### src/logic/vlan_qos_pkg.sv
`default_nettype none
package vlan_qos_pkg;
   // port and queue geometry
   localparam int NUM_PORTS = 18;
   localparam int PORT_W = 5;
   localparam int NUM_QUEUES = 8;
   localparam int QUEUE_W = 3;
   // queues at or above this index form the high priority class
   localparam logic [2:0] HIGH_BASE = 3'h4;
   // priority value at or above which a tag or DS field counts as high
   localparam logic [2:0] HIGH_LEVEL = 3'h4;
   // position of the class selector inside the DS field
   localparam int DS_CLASS_LSB = 3;
   // ingress buffer depth
   localparam int FIFO_DEPTH = 16;
   // fixed weighted round robin ratios, high weight then low weight
   localparam logic [3:0] W4_HIGH = 4'h4;
   localparam logic [3:0] W8_HIGH = 4'h8;
   localparam logic [3:0] WFIX_LOW = 4'h1;
   // reset values
   localparam logic [3:0] RST_WEIGHT_HIGH = 4'h4;
   localparam logic [3:0] RST_WEIGHT_LOW = 4'h1;
   localparam logic [4:0] RST_DEST = 5'h00;

   typedef enum logic [1:0] {SCHED_FIFO, SCHED_STRICT, SCHED_WRR} sched_mode_t;
   typedef enum logic [1:0] {RATIO_4_1, RATIO_8_1, RATIO_ANY} wrr_ratio_t;
endpackage
`default_nettype wire

### src/logic/port_vlan_qos_scheduler.sv
// Operation
// - vlan membership and multi-to-one write invalidate each other
// - excluded ports share one common vlan group
// - multi-to-one acts only in port-based vlan mode
// - configurable destination port, readable back
// - per-port flag excludes port from mapping
// - fifo mode sends frames in arrival order
// - strict mode: waiting high before any low
// - wrr mode serves classes by configured weights
// - eight priority output queues, served per mode
// - wrr ratio 4:1, 8:1 or custom pair
// - one mode setting selects exactly one mode
// - port-based enable makes all port frames high
// - vlan enable derives class from tag priority
// - ip enable derives class from ds field
// - three enable bits for each of eighteen ports
`timescale 1ns/10ps
`default_nettype none

// simple ring buffer; ready on the fill side is honest full
module desc_fifo #(
   parameter int WIDTH = 8,
   parameter int DEPTH = 16
) (
   input wire logic clk,
   input wire logic rst,
   input wire logic in_valid,
   output logic in_ready,
   input wire logic [WIDTH-1:0] in_data,
   output logic out_valid,
   input wire logic out_ready,
   output logic [WIDTH-1:0] out_data
);
   localparam int AW = $clog2(DEPTH);
   logic [WIDTH-1:0] mem [DEPTH];
   logic [AW-1:0] wr_q;
   logic [AW-1:0] rd_q;
   logic [AW:0] cnt_q;
   wire push = in_valid && in_ready;
   wire pop = out_valid && out_ready;

   assign in_ready = (cnt_q != (AW+1)'(DEPTH));
   assign out_valid = (cnt_q != '0);
   assign out_data = mem[rd_q];

   // pointers wrap naturally at a power-of-two depth
   always_ff @(posedge clk)
   begin
      if (rst)
      begin
         wr_q <= '0;
         rd_q <= '0;
         cnt_q <= '0;
      end
      else
      begin
         if (push)
            wr_q <= wr_q + 1'b1;
         if (pop)
            rd_q <= rd_q + 1'b1;
         cnt_q <= cnt_q + (AW+1)'(push) - (AW+1)'(pop);
      end
   end

   // storage needs no reset
   always_ff @(posedge clk)
   begin
      if (push)
         mem[wr_q] <= in_data;
   end
endmodule

module port_vlan_qos_scheduler #(
   parameter int TAG_W = 16,
   parameter int QDEPTH = 4,
   parameter int FDEPTH = vlan_qos_pkg::FIFO_DEPTH
) (
   input wire logic SYS_CLK,
   input wire logic RESET,
   // configuration staging
   input wire logic APPLY,
   input wire logic PORT_VLAN_MODE,
   input wire logic MEMB_WR,
   input wire logic [4:0] MEMB_PORT,
   input wire logic [17:0] MEMB_MASK,
   input wire logic M21_WR,
   input wire logic [4:0] M21_DEST,
   input wire logic [17:0] M21_EXCL,
   input wire logic [1:0] SCHED_MODE,
   input wire logic [1:0] WRR_RATIO,
   input wire logic [3:0] WEIGHT_HIGH,
   input wire logic [3:0] WEIGHT_LOW,
   input wire logic [17:0] CLS_PORT_EN,
   input wire logic [17:0] CLS_VLAN_EN,
   input wire logic [17:0] CLS_IP_EN,
   // status
   output logic [4:0] CUR_DEST,
   output logic M21_ACTIVE,
   output logic MEMB_ACTIVE,
   // ingress frame descriptors
   input wire logic IN_VALID,
   output logic IN_READY,
   input wire logic [4:0] IN_PORT,
   input wire logic IN_TAGGED,
   input wire logic [2:0] IN_PCP,
   input wire logic IN_IP,
   input wire logic [5:0] IN_DS,
   input wire logic [TAG_W-1:0] IN_TAG,
   // egress frame descriptors
   output logic OUT_VALID,
   input wire logic OUT_READY,
   output logic [17:0] OUT_MASK,
   output logic [2:0] OUT_QUEUE,
   output logic [TAG_W-1:0] OUT_TAG
);
   localparam int NP = vlan_qos_pkg::NUM_PORTS;
   localparam int NQ = vlan_qos_pkg::NUM_QUEUES;
   localparam int DW = TAG_W + NP + vlan_qos_pkg::QUEUE_W;
   localparam int QA = $clog2(QDEPTH);

   // highest set bit of an eight-bit request vector
   function automatic logic [2:0] top_bit(input logic [7:0] req);
      logic [2:0] idx;
      idx = 3'h0;
      for (int i = 0; i < 8; i++)
         if (req[i])
            idx = 3'(i);
      return idx;
   endfunction

   // staged configuration, written freely by software
   logic [17:0] memb_stage_q [NP];
   logic [4:0] dest_stage_q;
   logic [17:0] excl_stage_q;
   logic memb_stage_ok_q;
   logic m21_stage_ok_q;
   logic [1:0] mode_stage_q;
   logic [1:0] ratio_stage_q;
   logic [3:0] wh_stage_q;
   logic [3:0] wl_stage_q;
   logic [17:0] pen_stage_q;
   logic [17:0] ven_stage_q;
   logic [17:0] ien_stage_q;
   logic pvm_stage_q;
   // active configuration, used by the datapath
   logic [17:0] memb_q [NP];
   logic [4:0] dest_q;
   logic [17:0] excl_q;
   logic memb_ok_q;
   logic m21_ok_q;
   vlan_qos_pkg::sched_mode_t mode_q;
   logic [3:0] wh_q;
   logic [3:0] wl_q;
   logic [17:0] pen_q;
   logic [17:0] ven_q;
   logic [17:0] ien_q;
   logic pvm_q;

   // a later write of either table voids the other one
   always_ff @(posedge SYS_CLK)
   begin
      if (RESET)
      begin
         memb_stage_ok_q <= 1'b0;
         m21_stage_ok_q <= 1'b0;
         dest_stage_q <= vlan_qos_pkg::RST_DEST;
         excl_stage_q <= '0;
      end
      else if (M21_WR)
      begin
         dest_stage_q <= M21_DEST;
         excl_stage_q <= M21_EXCL;
         m21_stage_ok_q <= 1'b1;
         memb_stage_ok_q <= 1'b0;
      end
      else if (MEMB_WR)
      begin
         memb_stage_ok_q <= 1'b1;
         m21_stage_ok_q <= 1'b0;
      end
   end

   // membership rows, ports out of range are dropped
   always_ff @(posedge SYS_CLK)
   begin
      if (RESET)
      begin
         for (int i = 0; i < NP; i++)
            memb_stage_q[i] <= '1;
      end
      else if (MEMB_WR && !M21_WR && (MEMB_PORT < 5'(NP)))
         memb_stage_q[MEMB_PORT] <= MEMB_MASK;
   end

   // scheduling and classification settings are staged every cycle
   always_ff @(posedge SYS_CLK)
   begin
      if (RESET)
      begin
         mode_stage_q <= 2'h0;
         ratio_stage_q <= 2'h0;
         wh_stage_q <= vlan_qos_pkg::RST_WEIGHT_HIGH;
         wl_stage_q <= vlan_qos_pkg::RST_WEIGHT_LOW;
         pen_stage_q <= '0;
         ven_stage_q <= '0;
         ien_stage_q <= '0;
         pvm_stage_q <= 1'b0;
      end
      else
      begin
         mode_stage_q <= SCHED_MODE;
         ratio_stage_q <= WRR_RATIO;
         wh_stage_q <= WEIGHT_HIGH;
         wl_stage_q <= WEIGHT_LOW;
         pen_stage_q <= CLS_PORT_EN;
         ven_stage_q <= CLS_VLAN_EN;
         ien_stage_q <= CLS_IP_EN;
         pvm_stage_q <= PORT_VLAN_MODE;
      end
   end

   // decode of the single mode setting and ratio choice
   wire [1:0] mode_sel = mode_stage_q;
   wire vlan_qos_pkg::sched_mode_t mode_dec = (mode_sel == 2'h1) ? vlan_qos_pkg::SCHED_STRICT :
      (mode_sel == 2'h2) ? vlan_qos_pkg::SCHED_WRR : vlan_qos_pkg::SCHED_FIFO;
   wire [3:0] wh_dec = (ratio_stage_q == 2'h0) ? vlan_qos_pkg::W4_HIGH :
      (ratio_stage_q == 2'h1) ? vlan_qos_pkg::W8_HIGH : wh_stage_q;
   wire [3:0] wl_dec = (ratio_stage_q[1]) ? wl_stage_q : vlan_qos_pkg::WFIX_LOW;

   // commit on apply only, so frames never see a half-written setup
   always_ff @(posedge SYS_CLK)
   begin
      if (RESET)
      begin
         for (int i = 0; i < NP; i++)
            memb_q[i] <= '1;
         dest_q <= vlan_qos_pkg::RST_DEST;
         excl_q <= '0;
         memb_ok_q <= 1'b0;
         m21_ok_q <= 1'b0;
         mode_q <= vlan_qos_pkg::SCHED_FIFO;
         wh_q <= vlan_qos_pkg::RST_WEIGHT_HIGH;
         wl_q <= vlan_qos_pkg::RST_WEIGHT_LOW;
         pen_q <= '0;
         ven_q <= '0;
         ien_q <= '0;
         pvm_q <= 1'b0;
      end
      else if (APPLY)
      begin
         memb_q <= memb_stage_q;
         dest_q <= dest_stage_q;
         excl_q <= excl_stage_q;
         memb_ok_q <= memb_stage_ok_q;
         m21_ok_q <= m21_stage_ok_q;
         mode_q <= mode_dec;
         wh_q <= (wh_dec == 4'h0) ? 4'h1 : wh_dec;
         wl_q <= (wl_dec == 4'h0) ? 4'h1 : wl_dec;
         pen_q <= pen_stage_q;
         ven_q <= ven_stage_q;
         ien_q <= ien_stage_q;
         pvm_q <= pvm_stage_q;
      end
   end

   assign CUR_DEST = dest_q;
   assign M21_ACTIVE = m21_ok_q && pvm_q;
   assign MEMB_ACTIVE = memb_ok_q;

   // classification of the arriving frame
   wire port_ok = (IN_PORT < 5'(NP));
   wire [4:0] pidx = port_ok ? IN_PORT : 5'h0;
   wire use_vlan = ven_q[pidx] && IN_TAGGED;
   wire use_ip = ien_q[pidx] && IN_IP;
   wire [2:0] ds_cls = IN_DS[vlan_qos_pkg::DS_CLASS_LSB +: 3];
   wire hi_port = pen_q[pidx];
   wire hi_vlan = use_vlan && (IN_PCP >= vlan_qos_pkg::HIGH_LEVEL);
   wire hi_ip = use_ip && (ds_cls >= vlan_qos_pkg::HIGH_LEVEL);
   wire is_high = hi_port || hi_vlan || hi_ip;
   wire [1:0] level = use_vlan ? IN_PCP[1:0] : (use_ip ? ds_cls[1:0] : 2'h3);
   wire [2:0] cls_queue = {is_high, level};
   // fifo mode funnels everything through one queue to keep arrival order
   wire [2:0] queue_sel = (mode_q == vlan_qos_pkg::SCHED_FIFO) ? 3'h0 : cls_queue;

   // forwarding mask for the frame
   wire [17:0] self_bit = port_ok ? (18'h00001 << pidx) : 18'h00000;
   wire [17:0] dest_bit = (dest_q < 5'(NP)) ? (18'h00001 << dest_q) : 18'h00000;
   wire m21_on = m21_ok_q && pvm_q;
   wire in_excl = |(excl_q & self_bit);
   wire [17:0] m21_mask = in_excl ? (excl_q & ~self_bit) :
      ((self_bit == dest_bit) ? (~excl_q & ~self_bit) : (dest_bit & ~excl_q));
   wire [17:0] memb_mask = memb_q[pidx] & ~self_bit;
   wire [17:0] fwd_mask = m21_on ? m21_mask : (memb_ok_q ? memb_mask : ~self_bit);

   // ingress buffer between classifier and queues
   wire fifo_valid;
   wire fifo_ready;
   wire [DW-1:0] fifo_data;
   desc_fifo #(.WIDTH(DW), .DEPTH(FDEPTH)) u_fifo (
      .clk(SYS_CLK),
      .rst(RESET),
      .in_valid(IN_VALID),
      .in_ready(IN_READY),
      .in_data({IN_TAG, fwd_mask, queue_sel}),
      .out_valid(fifo_valid),
      .out_ready(fifo_ready),
      .out_data(fifo_data)
   );

   // eight output queues
   logic [DW-1:0] qmem [NQ][QDEPTH];
   logic [QA-1:0] qwr_q [NQ];
   logic [QA-1:0] qrd_q [NQ];
   logic [QA:0] qcnt_q [NQ];
   logic [7:0] q_nonempty;
   logic [7:0] q_full;
   always_comb
   begin
      for (int i = 0; i < NQ; i++)
      begin
         q_nonempty[i] = (qcnt_q[i] != '0);
         q_full[i] = (qcnt_q[i] == (QA+1)'(QDEPTH));
      end
   end

   // a full target queue stalls the buffer, which back-pressures ingress
   wire [2:0] head_q = fifo_data[2:0];
   assign fifo_ready = !q_full[head_q];
   wire enq = fifo_valid && fifo_ready;

   // scheduler selection
   wire [7:0] hi_req = q_nonempty & 8'hF0;
   wire [7:0] lo_req = q_nonempty & 8'h0F;
   logic serve_hi_q;
   logic [3:0] wcnt_q;
   wire pick_hi = (serve_hi_q && (hi_req != 8'h00)) || (lo_req == 8'h00);
   wire [2:0] wrr_pick = pick_hi ? top_bit(hi_req) : top_bit(lo_req);
   wire [2:0] strict_pick = top_bit(q_nonempty);
   wire [2:0] pick = (mode_q == vlan_qos_pkg::SCHED_WRR) ? wrr_pick :
      ((mode_q == vlan_qos_pkg::SCHED_STRICT) ? strict_pick : 3'h0);
   wire out_free = !OUT_VALID || OUT_READY;
   wire deq = out_free && q_nonempty[pick];
   wire pick_is_hi = (pick >= vlan_qos_pkg::HIGH_BASE);

   // queue pointers and occupancy
   always_ff @(posedge SYS_CLK)
   begin
      if (RESET)
      begin
         for (int i = 0; i < NQ; i++)
         begin
            qwr_q[i] <= '0;
            qrd_q[i] <= '0;
            qcnt_q[i] <= '0;
         end
      end
      else
      begin
         for (int i = 0; i < NQ; i++)
         begin
            if (enq && (head_q == 3'(i)))
               qwr_q[i] <= qwr_q[i] + 1'b1;
            if (deq && (pick == 3'(i)))
               qrd_q[i] <= qrd_q[i] + 1'b1;
            qcnt_q[i] <= qcnt_q[i] + (QA+1)'(enq && (head_q == 3'(i))) - (QA+1)'(deq && (pick == 3'(i)));
         end
      end
   end

   // queue storage
   always_ff @(posedge SYS_CLK)
   begin
      if (enq)
         qmem[head_q][qwr_q[head_q]] <= fifo_data;
   end

   // weight counter: switch class once the current one used its share
   wire [3:0] cur_w = serve_hi_q ? wh_q : wl_q;
   always_ff @(posedge SYS_CLK)
   begin
      if (RESET)
      begin
         serve_hi_q <= 1'b1;
         wcnt_q <= 4'h0;
      end
      else if (deq && (mode_q == vlan_qos_pkg::SCHED_WRR))
      begin
         if ((pick_is_hi != serve_hi_q) || (wcnt_q + 4'h1 >= cur_w))
         begin
            serve_hi_q <= !pick_is_hi;
            wcnt_q <= 4'h0;
         end
         else
            wcnt_q <= wcnt_q + 4'h1;
      end
   end

   // egress holding register
   wire [DW-1:0] sel_word = qmem[pick][qrd_q[pick]];
   always_ff @(posedge SYS_CLK)
   begin
      if (RESET)
      begin
         OUT_VALID <= 1'b0;
         OUT_MASK <= '0;
         OUT_QUEUE <= 3'h0;
         OUT_TAG <= '0;
      end
      else if (out_free)
      begin
         OUT_VALID <= deq;
         if (deq)
         begin
            OUT_TAG <= sel_word[DW-1 -: TAG_W];
            OUT_MASK <= sel_word[20:3];
            OUT_QUEUE <= sel_word[2:0];
         end
      end
   end
endmodule
`default_nettype wire

### config.mk
export PLATFORM = sky130hd
export DESIGN_NAME = port_vlan_qos_scheduler
export DESIGN_NICKNAME = d
export VERILOG_FILES = /design/src/logic/vlan_qos_pkg.sv /design/src/logic/port_vlan_qos_scheduler.sv
export SDC_FILE = /design/constraint.sdc
export NUM_CORES = 2
export LEC_CHECK = 0
export ABC_AREA = 1
export BUFFER_PORTS_ARGS = -buffer_cell sky130_fd_sc_hd__buf_2
export CORE_ASPECT_RATIO = 0.6
export CORE_UTILIZATION = 41
export DETAILED_ROUTE_END_ITERATION = 8
export PLACE_DENSITY = 0.61
export SLEW_MARGIN = 10
export SYNTH_ARGS = -nofsm -noshare
export SYNTH_HDL_FRONTEND = slang
export SYNTH_SLANG_ARGS = --single-unit
### constraint.sdc
create_clock -name SYS_CLK -period 5.65 [get_ports SYS_CLK]
set_input_delay 0.565 -clock SYS_CLK [delete_from_list [all_inputs] [get_ports SYS_CLK]]
set_output_delay 0.565 -clock SYS_CLK [all_outputs]
set_load 0.01 [all_outputs]
==> qor.txt <==
TritonRoute pass-1 iters -> 6
IO Count -> 198
Cells after Synth -> 11272
CP Max Fanout -> 58
# setup viols final -> 0
Leak -> 51.78 nW
Global placer's final weighted congestion -> 0.8543
Layout cell share with drive strength beyond 1 -> 7.967%
Top-count cell post-synth -> nand2_1
Simple-gate share of the synthesized area -> 19.82%
IO Port Bufs -> 194
Post-detail-place hpwl -> 180.3 mm
First-pass GRT wire length -> 486.9 mm
CTS tree -> done
Multiplexer share of the synthesized area -> 1.272%
Tmin final -> 5.213 ns
Final std cells w/o fill -> 15098
Num CTS Buffers -> 247
Largest family of logic cells by synthesized area -> simple AND/OR/NAND/NOR gates
Routed length per instance -> 21.72 um
Nets -> 11492
Mapped Area -> 0.1118 mm2
Max IR drop VDD -> 670.5 uV
Post-synthesis adder-cell area fraction -> 0.5194%
Post-synth top area cell -> edfxtp_1
Synth top area share -> 48.58%
Routed Antenna Nets -> 0
Critical path class -> reg2reg
Largest net degree at the start of global routing -> 211
Max_slew headroom -> 16.04%
CP endpoint kind -> register
P per Cell Area -> 525.7 mW/mm2
Reg2reg end -> qmem[1][98]
Core Footprint -> 0.2711 mm2
Register bit total from synthesis -> 2718
Hold depth -> 1
Die Wd -> 676.1 um
Vias in the first global route -> 76222
Hold WS -> 0.06235 ns
Synth unique cells -> 48
Slew @ Worst Pin -> 1.259 ns
Layout Utilization -> 46.38%
Final Hold Viols -> 0
Initial antenna violation count -> 8
Fmax -> 191.8 MHz
R2r worst-path depth -> 16
Die height -> 406.4 um
Startpoint types -> register
Via count -> 81584
Area growth syn-to-layout -> 12.49%
Critical Path AT -> 5.79 ns
Final Max Slew Viols -> 0
Final TNS setup -> 0 ns
Avg Inst Size Synth -> 9.916 um2
Yosys warns -> 0
Post-synth top flop -> edfxtp_1
DRT iter0 DRCs -> 9706
Reg-to-reg setup timing slack -> 0.44 ns
CTS H-tree depth -> 4
Worst min path class -> in2reg
WL final -> 328.0 mm
Setup crit end -> qmem[1][98]
Max Root-Sink Buffers -> 4
Sequential-to-total area share from yosys stat -> 64.87%
Post-synth top cells -> nand2_1, edfxtp_1, nand3_1
Clock Latency Late Sink -> 0.95 ns
Dpl cells -> 14552
Synth Area in Compound Gates -> 7.712%
RSZ-0062 raised after global routing -> false
Max capacitance violation total -> 0
Syn Nets -> 11465
Placement Setup Slack -> 0.5700 ns
CTS Sinks -> 2718
Full die area -> 0.2748 mm2
Run status -> finished, final reports clean
Post-route worst setup slack -> 0.4372 ns
Initial Util -> 41.23%
Number of flops mapped to enable cells by yosys -> 1808
Gr ovfl total -> 0
Asr flop ratio synth -> 0%
Worst-path clk slew -> 0.06 ns
Worst endpoint required time -> 6.23 ns
Root Driver -> clkbuf_16
Overall Global Routing Usage -> 23.29%
Synth area leaders -> edfxtp_1, dfxtp_1, nand2_1
DRC Markers -> 0
Row count -> 148
Vias/cell -> 5.404
Crit share post-route -> 92.26%
Clock Skew -> 0.1194 ns
Xor and xnor area share after synthesis -> 0.2429%
## area by class of cell
| cell class | count | area (um2) |
|---|---|---|
| timing repair buffer | 516 | 4213 |
| clock inverter | 112 | 973.4 |
| sequential | 2718 | 72520 |
| inverter | 799 | 3032 |
| tap | 3600 | 4504 |
| fill | 24866 | 145400 |
| clock buffer | 335 | 6975 |
| multi-input combinational | 7017 | 33510 |
| antenna | 1 | 2.502 |
## routing by layer
layer	global-route usage, %	share of wire [%]	vias to the layer above
li1	-	-	38228
met1	35.31	45	39322
met2	34.71	43	3570
met3	3.984	9.3	456
met4	5.318	2.2	8
met5	0	0.015	-
## where the power goes
part,switching [mW],leakage [nW],internal [mW]
Combinational,17.1,24.2,5.81
Clock,7.49,3.91,9.29
Sequential,0.832,23.6,25.5
Total,25.4,51.8,40.6
## worst max-delay path, stage by stage, from the launching register on
cell and delay (ns):
dfxtp_4 0.75, nand2_1 0.12, o211ai_1 0.12, nand3_1 0.20, nand3_1 0.15, nand2_1 0.19, buf_4 0.32, nand2_1 0.17
inv_1 0.12, nand3_1 0.09, nand4_1 0.09, nand2_1 0.14, nand3_1 0.46, nor2b_1 0.31, nand2_1 0.49, nor2_4 0.82
buf_12 0.28
## cell usage in the layout (no fill, tap or decap), types with 12 or more instances in the layout
cell type / netlist / routed
inv_1: 754 / 756
o22a_1: 21 / 21
buf_12: 0 / 45
nand4_1: 122 / 122
clkbuf_8: 0 / 27
buf_2: 132 / 192
dfxtp_1: 910 / 906
o211ai_1: 482 / 482
mux2i_1: 142 / 142
nand3_1: 992 / 992
bufinv_16: 0 / 15
xor2_1: 13 / 13
clkbuf_1: 457 / 50
a221oi_1: 12 / 12
a31oi_1: 21 / 21
buf_4: 57 / 179
or2_2: 35 / 35
nor2_1: 803 / 751
nor2_4: 1 / 51
edfxtp_1: 1808 / 1808
nor3_1: 68 / 68
clkinv_1: 34 / 63
o21ai_0: 415 / 415
nand2_1: 3357 / 3351
clkbuf_16: 0 / 256
xnor2_1: 18 / 18
clkinv_2: 0 / 48
o22ai_1: 113 / 113
dlygate4sd3_1: 0 / 98
a21oi_1: 277 / 277
ha_1: 32 / 32
## repair_timing
action | in CTS | in global routing
gates resized for setup | 0 | 0
endpoints found under the hold margin | 155 | 0
buffers inserted | 0 | 0
hold buffers | 98 | 0
## per-stage QoR
step	area, um2	power [mW]
floorplan	111800	40.80
global placement	116800	48.90
detailed placement	116800	49.31
CTS	125700	66.01
global route	125700	69.34
finish	125700	66.10
## cells by family (layout without fill, tap and decap cells)
logic type      count (synthesis)  after routing
fa+ha+maj                      41             41
flops                        2718           2718
compound gates               1391           1391
simple gates                 5412           5412
other cells                     0              1
mux                           142            142
xor+xnor                       31             31
buf+inv                      1537           1762
## how the worst min path moves through the flow
stage	to	from	slack (ns)
floorplan	memb_q[114]	memb_q[114]	0.42
global route	u_fifo.mem[8][33]	IN_TAG[12]	0.04
global placement	memb_q[206]	memb_q[206]	0.43
finish	u_fifo.mem[8][24]	IN_TAG[3]	0.06
CTS	u_fifo.mem[8][24]	IN_TAG[3]	0.003
detailed placement	memb_q[62]	memb_q[62]	0.44
## registers in the layout, summed over array words and instances (netlist names), 16 cells and up, named ones only
name	cells
qmem	1184
u_fifo.mem	592
memb_q	322
memb_stage_q	322
qcnt_q	24
OUT_MASK	18
excl_q	18
excl_stage_q	18
ien_q	18
ien_stage_q	18
pen_q	18
pen_stage_q	18
ven_q	18
ven_stage_q	18
OUT_TAG	16
qrd_q	16
qwr_q	16
Power figures use the tool's default switching activity.
